==> src/hw/spss_defs.svh <==
/*
 Constants of the synchronous panel signal shaper: configuration bit positions,
 pixel formats, field widths and reset values.
 Assumes it is included by its bare name from the shaper's design files.
*/
// Summary of operation
// RULE1: Data mask bit forces all pixel lines zero.
// RULE2: Clock-idle bit stops pixel clock during vertical sync.
// RULE3: Clock-select bit stops pixel clock without data.
// RULE4: Bit 3 sets vertical sync active level.
// RULE5: Bit 4 sets data-valid active level.
// RULE6: Bit 5 inverts every pixel data bit.
// RULE7: Bit 6 inverts the pixel clock.
// RULE8: Bit 7 sets horizontal sync active level.
// RULE9: Eighteen-bit bus; drop colour low bits.
// RULE10: Panel pins driven only when interface enabled.
// RULE11: Frame pixels read as 565, 666 or 888.
// RULE12: Lines and frames: sync, back porch, active, front.
// RULE13: Configuration bits above seven are ignored.
`ifndef SPSS_DEFS_SVH
`define SPSS_DEFS_SVH

`define SPSS_CFG_W 32
`define SPSS_BIT_MASK 0
`define SPSS_BIT_CLKIDLE 1
`define SPSS_BIT_CLKSEL 2
`define SPSS_BIT_VPOL 3
`define SPSS_BIT_DEPOL 4
`define SPSS_BIT_DPOL 5
`define SPSS_BIT_CPOL 6
`define SPSS_BIT_HPOL 7
`define SPSS_CFG_USED 8
`define SPSS_PIX_IN_W 24
`define SPSS_PIX_OUT_W 18
`define SPSS_CNT_W 12
`define SPSS_DIV_W 8
`define SPSS_FMT_565 2'h0
`define SPSS_FMT_666 2'h1
`define SPSS_FMT_888 2'h2
`define SPSS_CFG_RST 8'h00

`endif

==> src/hw/spss_pkg.sv <==
/*
 Types shared by the shaper's files: timing phases and the timing counter type.
 Assumes spss_defs.svh is on the include path.
*/
`include "spss_defs.svh"
package spss_pkg;
	typedef enum logic [1:0] {
		SPSS_PH_SYNC,
		SPSS_PH_BACK,
		SPSS_PH_ACTIVE,
		SPSS_PH_FRONT
	} spss_phase_e;
	typedef logic [`SPSS_CNT_W-1:0] spss_cnt_t;
endpackage

==> src/hw/spss_tick_if.sv <==
/*
 Interface carrying the pixel-rate enable from the divider to the shaper top.
 Assumes one clock domain, sys_clk_i.
*/
`timescale 1ns/100ps
`default_nettype none
interface spss_tick_if;
	logic rise;
	logic fall;
	logic level;
	modport src (output rise, output fall, output level);
	modport dst (input rise, input fall, input level);
endinterface
`default_nettype wire

==> src/hw/spss_clk_div.sv <==
/*
 Pixel clock divider: a square wave at sys_clk_i over twice the divide count,
 with one-cycle enables on each half.
 Assumes div_i is held steady while enabled; zero is treated as one.
*/
`timescale 1ns/100ps
`default_nettype none
`include "spss_defs.svh"
module spss_clk_div (
	input wire logic sys_clk_i,
	input wire logic rstn_i,
	input wire logic en_i,
	input wire logic [`SPSS_DIV_W-1:0] div_i,
	spss_tick_if.src tick
);
	logic [`SPSS_DIV_W-1:0] cnt_q;
	logic lvl_q;
	logic hit;
	logic [`SPSS_DIV_W-1:0] lim;

	assign lim = (div_i == '0) ? `SPSS_DIV_W'(1) : div_i;
	assign hit = en_i && (cnt_q >= lim - `SPSS_DIV_W'(1));

	always_ff @(posedge sys_clk_i or negedge rstn_i) begin
		if (!rstn_i) begin
			cnt_q <= '0;
		end else if (!en_i || hit) begin
			cnt_q <= '0;
		end else begin
			cnt_q <= cnt_q + `SPSS_DIV_W'(1);
		end
	end

	always_ff @(posedge sys_clk_i or negedge rstn_i) begin
		if (!rstn_i) begin
			lvl_q <= 1'b0;
		end else if (!en_i) begin
			lvl_q <= 1'b0;
		end else if (hit) begin
			lvl_q <= ~lvl_q;
		end
	end

	assign tick.rise = hit && !lvl_q;
	assign tick.fall = hit && lvl_q;
	assign tick.level = lvl_q;
endmodule
`default_nettype wire

==> src/hw/spss_shaper.sv <==
/*
 Synchronous RGB panel output stage: frame timing generator, pixel format
 reduction to eighteen lines, and per-signal polarity, masking and clock gating.
 Assumes pixel_i is supplied by a source that presents the next pixel whenever
 pixel_req_o pulses, and that timing counts are stable while enable_i is high.
*/
`timescale 1ns/100ps
`default_nettype none
`include "spss_defs.svh"
module spss_shaper (
	input wire logic sys_clk_i,
	input wire logic rstn_i,
	input wire logic enable_i,
	input wire logic [`SPSS_CFG_W-1:0] config_i,
	input wire logic [1:0] pixel_format_i,
	input wire logic [`SPSS_DIV_W-1:0] clk_div_i,
	input wire spss_pkg::spss_cnt_t h_sync_i,
	input wire spss_pkg::spss_cnt_t h_back_i,
	input wire spss_pkg::spss_cnt_t h_active_i,
	input wire spss_pkg::spss_cnt_t h_front_i,
	input wire spss_pkg::spss_cnt_t v_sync_i,
	input wire spss_pkg::spss_cnt_t v_back_i,
	input wire spss_pkg::spss_cnt_t v_active_i,
	input wire spss_pkg::spss_cnt_t v_front_i,
	input wire logic out_a_i,
	input wire logic [`SPSS_PIX_IN_W-1:0] pixel_i,
	output logic pixel_req_o,
	output logic frame_start_o,
	output logic [`SPSS_PIX_OUT_W-1:0] pixel_bus_out_o,
	output logic vsync_o,
	output logic hsync_o,
	output logic data_valid_out_o,
	output logic pixel_clk_o,
	output logic out_a_o,
	output logic drive_en_o
);
	import spss_pkg::*;

	// ----------------------------------------
	// Configuration decode
	// ----------------------------------------
	// Only the low byte reaches any logic; upper bits go nowhere.
	logic [`SPSS_CFG_USED-1:0] cfg; // RULE13
	logic pixel_blank_force;
	logic clock_stop_in_vsync;
	logic clock_stop_when_no_data;
	logic vertical_sync_polarity;
	logic data_valid_polarity;
	logic pixel_invert;
	logic pixel_clock_invert;
	logic horizontal_sync_polarity;

	assign cfg = config_i[`SPSS_CFG_USED-1:0]; // RULE13
	assign pixel_blank_force = cfg[`SPSS_BIT_MASK];
	assign clock_stop_in_vsync = cfg[`SPSS_BIT_CLKIDLE];
	assign clock_stop_when_no_data = cfg[`SPSS_BIT_CLKSEL];
	assign vertical_sync_polarity = cfg[`SPSS_BIT_VPOL];
	assign data_valid_polarity = cfg[`SPSS_BIT_DEPOL];
	assign pixel_invert = cfg[`SPSS_BIT_DPOL];
	assign pixel_clock_invert = cfg[`SPSS_BIT_CPOL];
	assign horizontal_sync_polarity = cfg[`SPSS_BIT_HPOL];

	// ----------------------------------------
	// Pixel clock divider
	// ----------------------------------------
	spss_tick_if tick ();

	spss_clk_div u_div (
		.sys_clk_i(sys_clk_i),
		.rstn_i(rstn_i),
		.en_i(enable_i),
		.div_i(clk_div_i),
		.tick(tick)
	);

	// ----------------------------------------
	// Line and frame timing
	// ----------------------------------------
	spss_phase_e h_ph_q;
	spss_phase_e v_ph_q;
	spss_cnt_t h_cnt_q;
	spss_cnt_t v_cnt_q;
	spss_cnt_t h_len;
	spss_cnt_t v_len;
	logic h_last;
	logic v_last;
	logic line_end;

	always_comb begin
		case (h_ph_q)
			SPSS_PH_SYNC: h_len = h_sync_i;
			SPSS_PH_BACK: h_len = h_back_i;
			SPSS_PH_ACTIVE: h_len = h_active_i;
			default: h_len = h_front_i;
		endcase
	end

	always_comb begin
		case (v_ph_q)
			SPSS_PH_SYNC: v_len = v_sync_i;
			SPSS_PH_BACK: v_len = v_back_i;
			SPSS_PH_ACTIVE: v_len = v_active_i;
			default: v_len = v_front_i;
		endcase
	end

	// A zero-length phase lasts one count; keeps the machine from stalling.
	assign h_last = (h_cnt_q + spss_cnt_t'(1) >= h_len);
	assign v_last = (v_cnt_q + spss_cnt_t'(1) >= v_len);
	assign line_end = tick.rise && h_last && (h_ph_q == SPSS_PH_FRONT);

	always_ff @(posedge sys_clk_i or negedge rstn_i) begin
		if (!rstn_i) begin
			h_ph_q <= SPSS_PH_SYNC;
			h_cnt_q <= '0;
		end else if (!enable_i) begin
			h_ph_q <= SPSS_PH_SYNC;
			h_cnt_q <= '0;
		end else if (tick.rise) begin
			if (h_last) begin
				h_cnt_q <= '0;
				case (h_ph_q) // RULE12
					SPSS_PH_SYNC: h_ph_q <= SPSS_PH_BACK;
					SPSS_PH_BACK: h_ph_q <= SPSS_PH_ACTIVE;
					SPSS_PH_ACTIVE: h_ph_q <= SPSS_PH_FRONT;
					default: h_ph_q <= SPSS_PH_SYNC;
				endcase
			end else begin
				h_cnt_q <= h_cnt_q + spss_cnt_t'(1);
			end
		end
	end

	always_ff @(posedge sys_clk_i or negedge rstn_i) begin
		if (!rstn_i) begin
			v_ph_q <= SPSS_PH_SYNC;
			v_cnt_q <= '0;
		end else if (!enable_i) begin
			v_ph_q <= SPSS_PH_SYNC;
			v_cnt_q <= '0;
		end else if (line_end) begin
			if (v_last) begin
				v_cnt_q <= '0;
				case (v_ph_q) // RULE12
					SPSS_PH_SYNC: v_ph_q <= SPSS_PH_BACK;
					SPSS_PH_BACK: v_ph_q <= SPSS_PH_ACTIVE;
					SPSS_PH_ACTIVE: v_ph_q <= SPSS_PH_FRONT;
					default: v_ph_q <= SPSS_PH_SYNC;
				endcase
			end else begin
				v_cnt_q <= v_cnt_q + spss_cnt_t'(1);
			end
		end
	end

	logic vs_act;
	logic hs_act;
	logic de_act;

	assign vs_act = (v_ph_q == SPSS_PH_SYNC);
	assign hs_act = (h_ph_q == SPSS_PH_SYNC);
	assign de_act = (h_ph_q == SPSS_PH_ACTIVE) && (v_ph_q == SPSS_PH_ACTIVE);

	// ----------------------------------------
	// Pixel format reduction
	// ----------------------------------------
	// Each colour keeps its six upper bits; narrower formats are left aligned.
	logic [`SPSS_PIX_OUT_W-1:0] pix18;

	always_comb begin
		case (pixel_format_i) // RULE11
			`SPSS_FMT_565: pix18 = {pixel_i[15:11], pixel_i[15],
				pixel_i[10:5], pixel_i[4:0], pixel_i[4]};
			`SPSS_FMT_666: pix18 = pixel_i[17:0];
			`SPSS_FMT_888: pix18 = {pixel_i[23:18], pixel_i[15:10], pixel_i[7:2]}; // RULE9
			default: pix18 = pixel_i[17:0];
		endcase
	end

	logic [`SPSS_PIX_OUT_W-1:0] pix_shaped;

	always_comb begin
		pix_shaped = de_act ? pix18 : '0;
		if (pixel_invert) begin
			pix_shaped = ~pix_shaped; // RULE6
		end
		if (pixel_blank_force) begin
			pix_shaped = '0; // RULE1
		end
	end

	// ----------------------------------------
	// Pixel clock gating
	// ----------------------------------------
	logic clk_run;
	logic clk_lvl;
	logic lvl_nx;

	assign clk_run = !(clock_stop_in_vsync && vs_act) // RULE2
		&& !(clock_stop_when_no_data && !de_act); // RULE3
	// Divider level after this edge, so the clock rises together with new data
	// and falls half a pixel later, never at the same edge as a data change.
	assign lvl_nx = tick.rise || (tick.level && !tick.fall);
	// Gated clock rests at its idle level; with a divide above one the pulse at each gate change is shortened.
	assign clk_lvl = (clk_run ? lvl_nx : 1'b0) ^ pixel_clock_invert; // RULE7

	// ----------------------------------------
	// Output registers
	// ----------------------------------------
	// Data changes on the divider's rising half so it is stable at the falling
	// edge; the invert bit moves the panel's sampling to the other edge.
	always_ff @(posedge sys_clk_i or negedge rstn_i) begin
		if (!rstn_i) begin
			pixel_bus_out_o <= '0;
			vsync_o <= 1'b0;
			hsync_o <= 1'b0;
			data_valid_out_o <= 1'b0;
			out_a_o <= 1'b0;
		end else if (!enable_i) begin
			pixel_bus_out_o <= '0; // RULE10
			vsync_o <= 1'b0;
			hsync_o <= 1'b0;
			data_valid_out_o <= 1'b0;
			out_a_o <= 1'b0;
		end else begin
			if (tick.rise) begin
				pixel_bus_out_o <= pix_shaped;
			end
			vsync_o <= vs_act ~^ vertical_sync_polarity; // RULE4
			hsync_o <= hs_act ~^ horizontal_sync_polarity; // RULE8
			data_valid_out_o <= de_act ~^ data_valid_polarity; // RULE5
			out_a_o <= out_a_i;
		end
	end

	always_ff @(posedge sys_clk_i or negedge rstn_i) begin
		if (!rstn_i) begin
			pixel_clk_o <= 1'b0;
		end else begin
			pixel_clk_o <= enable_i ? clk_lvl : 1'b0; // RULE10
		end
	end

	always_ff @(posedge sys_clk_i or negedge rstn_i) begin
		if (!rstn_i) begin
			drive_en_o <= 1'b0;
		end else begin
			drive_en_o <= enable_i; // RULE10
		end
	end

	// ----------------------------------------
	// Source handshake
	// ----------------------------------------
	always_ff @(posedge sys_clk_i or negedge rstn_i) begin
		if (!rstn_i) begin
			pixel_req_o <= 1'b0;
			frame_start_o <= 1'b0;
		end else begin
			pixel_req_o <= enable_i && tick.rise && de_act;
			frame_start_o <= enable_i && line_end && v_last && (v_ph_q == SPSS_PH_FRONT);
		end
	end
endmodule
`default_nettype wire

==> config.mk <==
export PLATFORM = sky130hd
export DESIGN_NAME = spss_shaper
export DESIGN_NICKNAME = d
export VERILOG_FILES = /design/src/hw/spss_pkg.sv /design/src/hw/spss_tick_if.sv /design/src/hw/spss_clk_div.sv /design/src/hw/spss_shaper.sv
export VERILOG_INCLUDE_DIRS = /design/src /design/src/hw
export SDC_FILE = /design/constraint.sdc
export NUM_CORES = 1
export LEC_CHECK = 0
export ABC_CLOCK_PERIOD_IN_PS = 4080
export BUFFER_PORTS_ARGS = -buffer_cell sky130_fd_sc_hd__buf_2
export CAP_MARGIN = 20
export CORE_ASPECT_RATIO = 0.75
export CORE_MARGIN = 1.5
export CORE_UTILIZATION = 40
export DETAILED_ROUTE_END_ITERATION = 16
export MAX_ROUTING_LAYER = met4
export PLACE_DENSITY = 0.68
export SYNTH_ARGS = -nofsm -noshare
export SYNTH_HDL_FRONTEND = slang
export SYNTH_SLANG_ARGS = --single-unit
==> constraint.sdc <==
create_clock -name sys_clk_i -period 4.08 [get_ports sys_clk_i]
set_input_delay 0.408 -clock sys_clk_i [delete_from_list [all_inputs] [get_ports sys_clk_i]]
set_output_delay 0.408 -clock sys_clk_i [all_outputs]
set_load 0.005 [all_outputs]
==> run summary <==
The pre-CTS worst setup slack was -0.119 ns. The initial utilization of the core area, before any placement, comes to 40.7%. Setup repair after global routing left no endpoint under its margin. The H-tree was split into 3 levels. The signal on the critical path passes through buf_2 > or3_1 > or2_2 > nor3_1 > a21oi_1 > ha_1 > ha_1 > a21o_1 > a21o_1 > a211oi_1 > o21a_1 > nor2_1 > ha_1 > nand2_1 > nor2_1 > o21ai_2 > nor3_2 > buf_4 > a221o_1. Summed over all instances, the cell type with the most area after synthesis is sky130_fd_sc_hd__dfrtp_1. The top cell type's share of synthesized area works out to 31.7%. Once detail routing completed, the nets flagged for antenna violations numbered 0.

Once layout is done, the placed cells without fillers occupy 0.00634 mm^2. The sequential share of power was 38.9%. After synthesis the cells add up to 0.00497 mm^2.

Area overhead of the layout relative to synthesis: 27.6%. The number of iterations in the first detailed-routing pass was 9. Counting instances in the post-synthesis netlist gives the leading cell types as sky130_fd_sc_hd__nor2_1 (67), sky130_fd_sc_hd__dfrtp_1 (63), sky130_fd_sc_hd__nand2_1 (57).

The logs give 4,745 for the via count of the first global-routing pass and 419 uW for the power spent charging and discharging nets. After global routing the overflow that remains totals 0. The post-route met1 wirelength was 6.56 mm; the yosys synthesis warning count was 0.

In this design, the critical path's most frequently occurring cell is sky130_fd_sc_hd__ha_1. STA classifies the critical path startpoint as an input pin. The floorplan die area was 0.0131 mm^2; the largest net degree at the start of global routing was 37. Wire segments on met2 add up to 6.13 mm in the final route.

The maximum fanout count along the critical path came out at 9. Peak supply drop: 211 uV. The most common cell in the synthesized netlist is sky130_fd_sc_hd__nor2_1.

Setup slack closes at 0.204 ns. For the final database, setup skew stands at 0.00602 ns. Input and output buffers added on the ports amount to 167. Of the total power, the clock network draws 46.2%. After detailed routing, the number of vias per cell comes to 5.41. The number of hold violations in the final report is 0.

The clock transition at the registers of the reported paths was 0.06 ns; the number of sinks driven by the clock tree was 63. The worst-case clock buffer depth is 2. The number of hold buffers added after cts is 0, and the minimum clock period is 3.88 ns. The logs give 0 for the number of antenna cells inserted and 0 for the max-capacitance violation count.

The part of the Yosys area used for sequential elements was 31.7%; the share of async-settable or async-resettable flops after synthesis was 100%. The total wire length is 13.6 mm. For the number of distinct library cells after synthesis, the log shows 60. The uppermost metal layer occupied by signal nets was met4.

Dividing total power by cell area gives a power density of 260 mW/mm^2. The final route contains 4,860 vias. Of the total power, combinational logic draws 14.9%. The DRC violations left came out at 0.

In this design, the largest share of critical-path delay is due to compound AO/OA/AOI/OAI gates. The die extent in x was 132 um. Among all flip-flop cells after synthesis, the most frequent one is sky130_fd_sc_hd__dfrtp_1. Yosys mapped a number of flops with a built-in enable equal to 0. The tools report the first-iteration detailed-routing DRC count as 317. Routability-driven placement finished with a final weighted congestion of 0.870. The floorplan has 35 rows. CTS placed an instance of sky130_fd_sc_hd__clkbuf_16 at the clock tree root. Summing internal, switching and leakage power gives 1650 uW. For the pin with the worst max-slew slack, the measured transition is 0.657 ns.

After detailed placement, the total cell area comes to 0.00604 mm^2. The critical-path cell with the highest stage delay is sky130_fd_sc_hd__or3_1. The largest single stage delay on the critical path is 0.40 ns. The run gives 1,124 as the fill cell instance count of the final layout. The number of buffers added by the clock tree synthesis step was 9. Together, buffers and inverters on the worst path number 2. The number of nets in the synthesized netlist is 775. Across every metal layer, demand over resource in global routing totals 21.8%. After synthesis, the mean cell area works out to 8.84 um^2. For the arrival time of the worst setup path, the log shows 4.09 ns. At the later pin of the worst-skew pair, clock insertion delay measures 0.33 ns. Headroom to the max-slew limit came out at 56.2%. The critical path start-end classification was input pin to flop. Initial antenna violation count: 0.

The proportion of layout cells with a drive suffix above 1 is 29.7%, and the met3 routed wirelength is 809 um. TritonCTS built the clock tree. After layout, the worst path uses 95.0% of the clock period.

By area the synthesized netlist is led by sky130_fd_sc_hd__dfrtp_1 (32%), sky130_fd_sc_hd__ha_1 (12%), sky130_fd_sc_hd__xnor2_1 (6.3%). The internal power contribution was 1230 uW; the setup fix buffers added after clock tree synthesis was 0. The placeable core area was 0.0122 mm^2; the final net count was 941.

Summed over all failing endpoints, the final setup total negative slack is 0 ns. 192 I/O pins were placed. The type of the worst min-delay path was input pin to async pin.

Switching share of total power: 25.5%. The global-route wire length before repair is 22.7 mm. The die is 99.5 um tall.

For the setup violation total in the final timing report, the log shows 0. The run gives 258 MHz as the peak clock frequency supported by timing. The number of flip-flops and latches in the synthesized netlist is 63. STA classifies the critical path endpoint as a flop. The run gives 0.105 ns as the final hold slack. The average detailed-routed wire length per instance was 15.1 um. The run gives 4.29 ns as the data required time at the worst endpoint.

The tools report the HPWL reported at the end of detailed placement as 10.6 mm. The flow ran to the end, and the final reports show no timing, DRC or antenna violations. For the max-slew violation count, the log shows 0. In this run the static leakage power is 0.00321 uW. Synthesis handed over a netlist of 562 instances.
[cells by family after synthesis]
kind of cell | synth area share (%)
simple gates | 18.1
buf+inv | 3.55
flops | 31.7
compound gates | 21.6
fa+ha+maj | 11.8
mux | 4.25
xor+xnor | 8.99
[through the flow]
stage                     util [%]  cells
after floorplan                  -    562
after global placement        49.5    883
after detailed placement      49.5    883
after CTS                     51.8    899
after global routing          51.9    899
final                         51.9    899
[final cells by class]
type / count / area [um^2] / share of cell area [%]
tap: 166 / 208 / 3.27
timing repair buffer: 184 / 988 / 15.6
multi-input combinational: 456 / 3230 / 50.9
inverter: 14 / 52.6 / 0.829
sequential: 63 / 1580 / 24.9
clock inverter: 6 / 61.3 / 0.967
clock buffer: 10 / 229 / 3.61
[power by group through the flow]
stage / sequential [uW] / combinational [uW] / clock, uW
after floorplan: 651 / 119 / 0
after global placement: 651 / 237 / 0
after detailed placement: 651 / 245 / 0
after CTS: 640 / 246 / 777
after global routing: 641 / 276 / 806
final: 640 / 246 / 760
[worst paths after layout]
check	slack, ns	end	start	depth (start not counted)
worst max-delay path	0.20	v_cnt_q[9]	clk_div_i[4]	19
worst max register to register	0.60	v_cnt_q[9]	h_ph_q[0]	13
worst min-delay path	0.11	v_cnt_q[1]	rstn_i	1
min in group sys_clk_i	0.29	drive_en_o	enable_i	1
max in group asynchronous	3.05	h_cnt_q[5]	rstn_i	2
worst min register to register	0.47	pixel_bus_out_o[16]	pixel_bus_out_o[16]	2
[per-layer routing]
metal | global-route usage [%] | vias to the layer above
met3 | 4.38 | 10
met2 | 33.9 | 174
li1 | - | 2391
met1 | 29.3 | 2285
met4 | 5.21 | 0
met5 | - | -
[cell usage in the layout (no fill, tap or decap), types with 20 or more instances in the layout]
master	synthesis	layout
sky130_fd_sc_hd__a21oi_1	28	27
sky130_fd_sc_hd__a222oi_1	24	24
sky130_fd_sc_hd__buf_2	3	167
sky130_fd_sc_hd__dfrtp_1	63	63
sky130_fd_sc_hd__ha_1	47	47
sky130_fd_sc_hd__mux2i_1	20	20
sky130_fd_sc_hd__nand2_1	57	57
sky130_fd_sc_hd__nor2_1	67	66
sky130_fd_sc_hd__o21ai_0	47	47
sky130_fd_sc_hd__xnor2_1	36	36
[worst reg2reg max path: cells and delay by family (launching register included)]
family	cells	cell delay, ns
AO/OA/AOI/OAI	5	1.07
adder cells (fa/ha/maj)	2	0.88
AND/OR/NAND/NOR	4	0.68
flip-flops	1	0.41
buffers and inverters	2	0.32
[repair_timing]
| item | 4_1_cts | 5_1_grt |
|---|---|---|
| gates resized for setup | 0 | 2 |
| endpoints found under the setup margin | 0 | 5 |
| hold endpoints to repair | 0 | 0 |
[registers in the layout, indices dropped and copies added, names as in the netlist, 2 cells and up]
name and count:
pixel_bus_out_o 18, h_cnt_q 12, v_cnt_q 12, u_div.cnt_q 8
h_ph_q 2, v_ph_q 2
No activity file was read; power rests on OpenSTA's default activity.
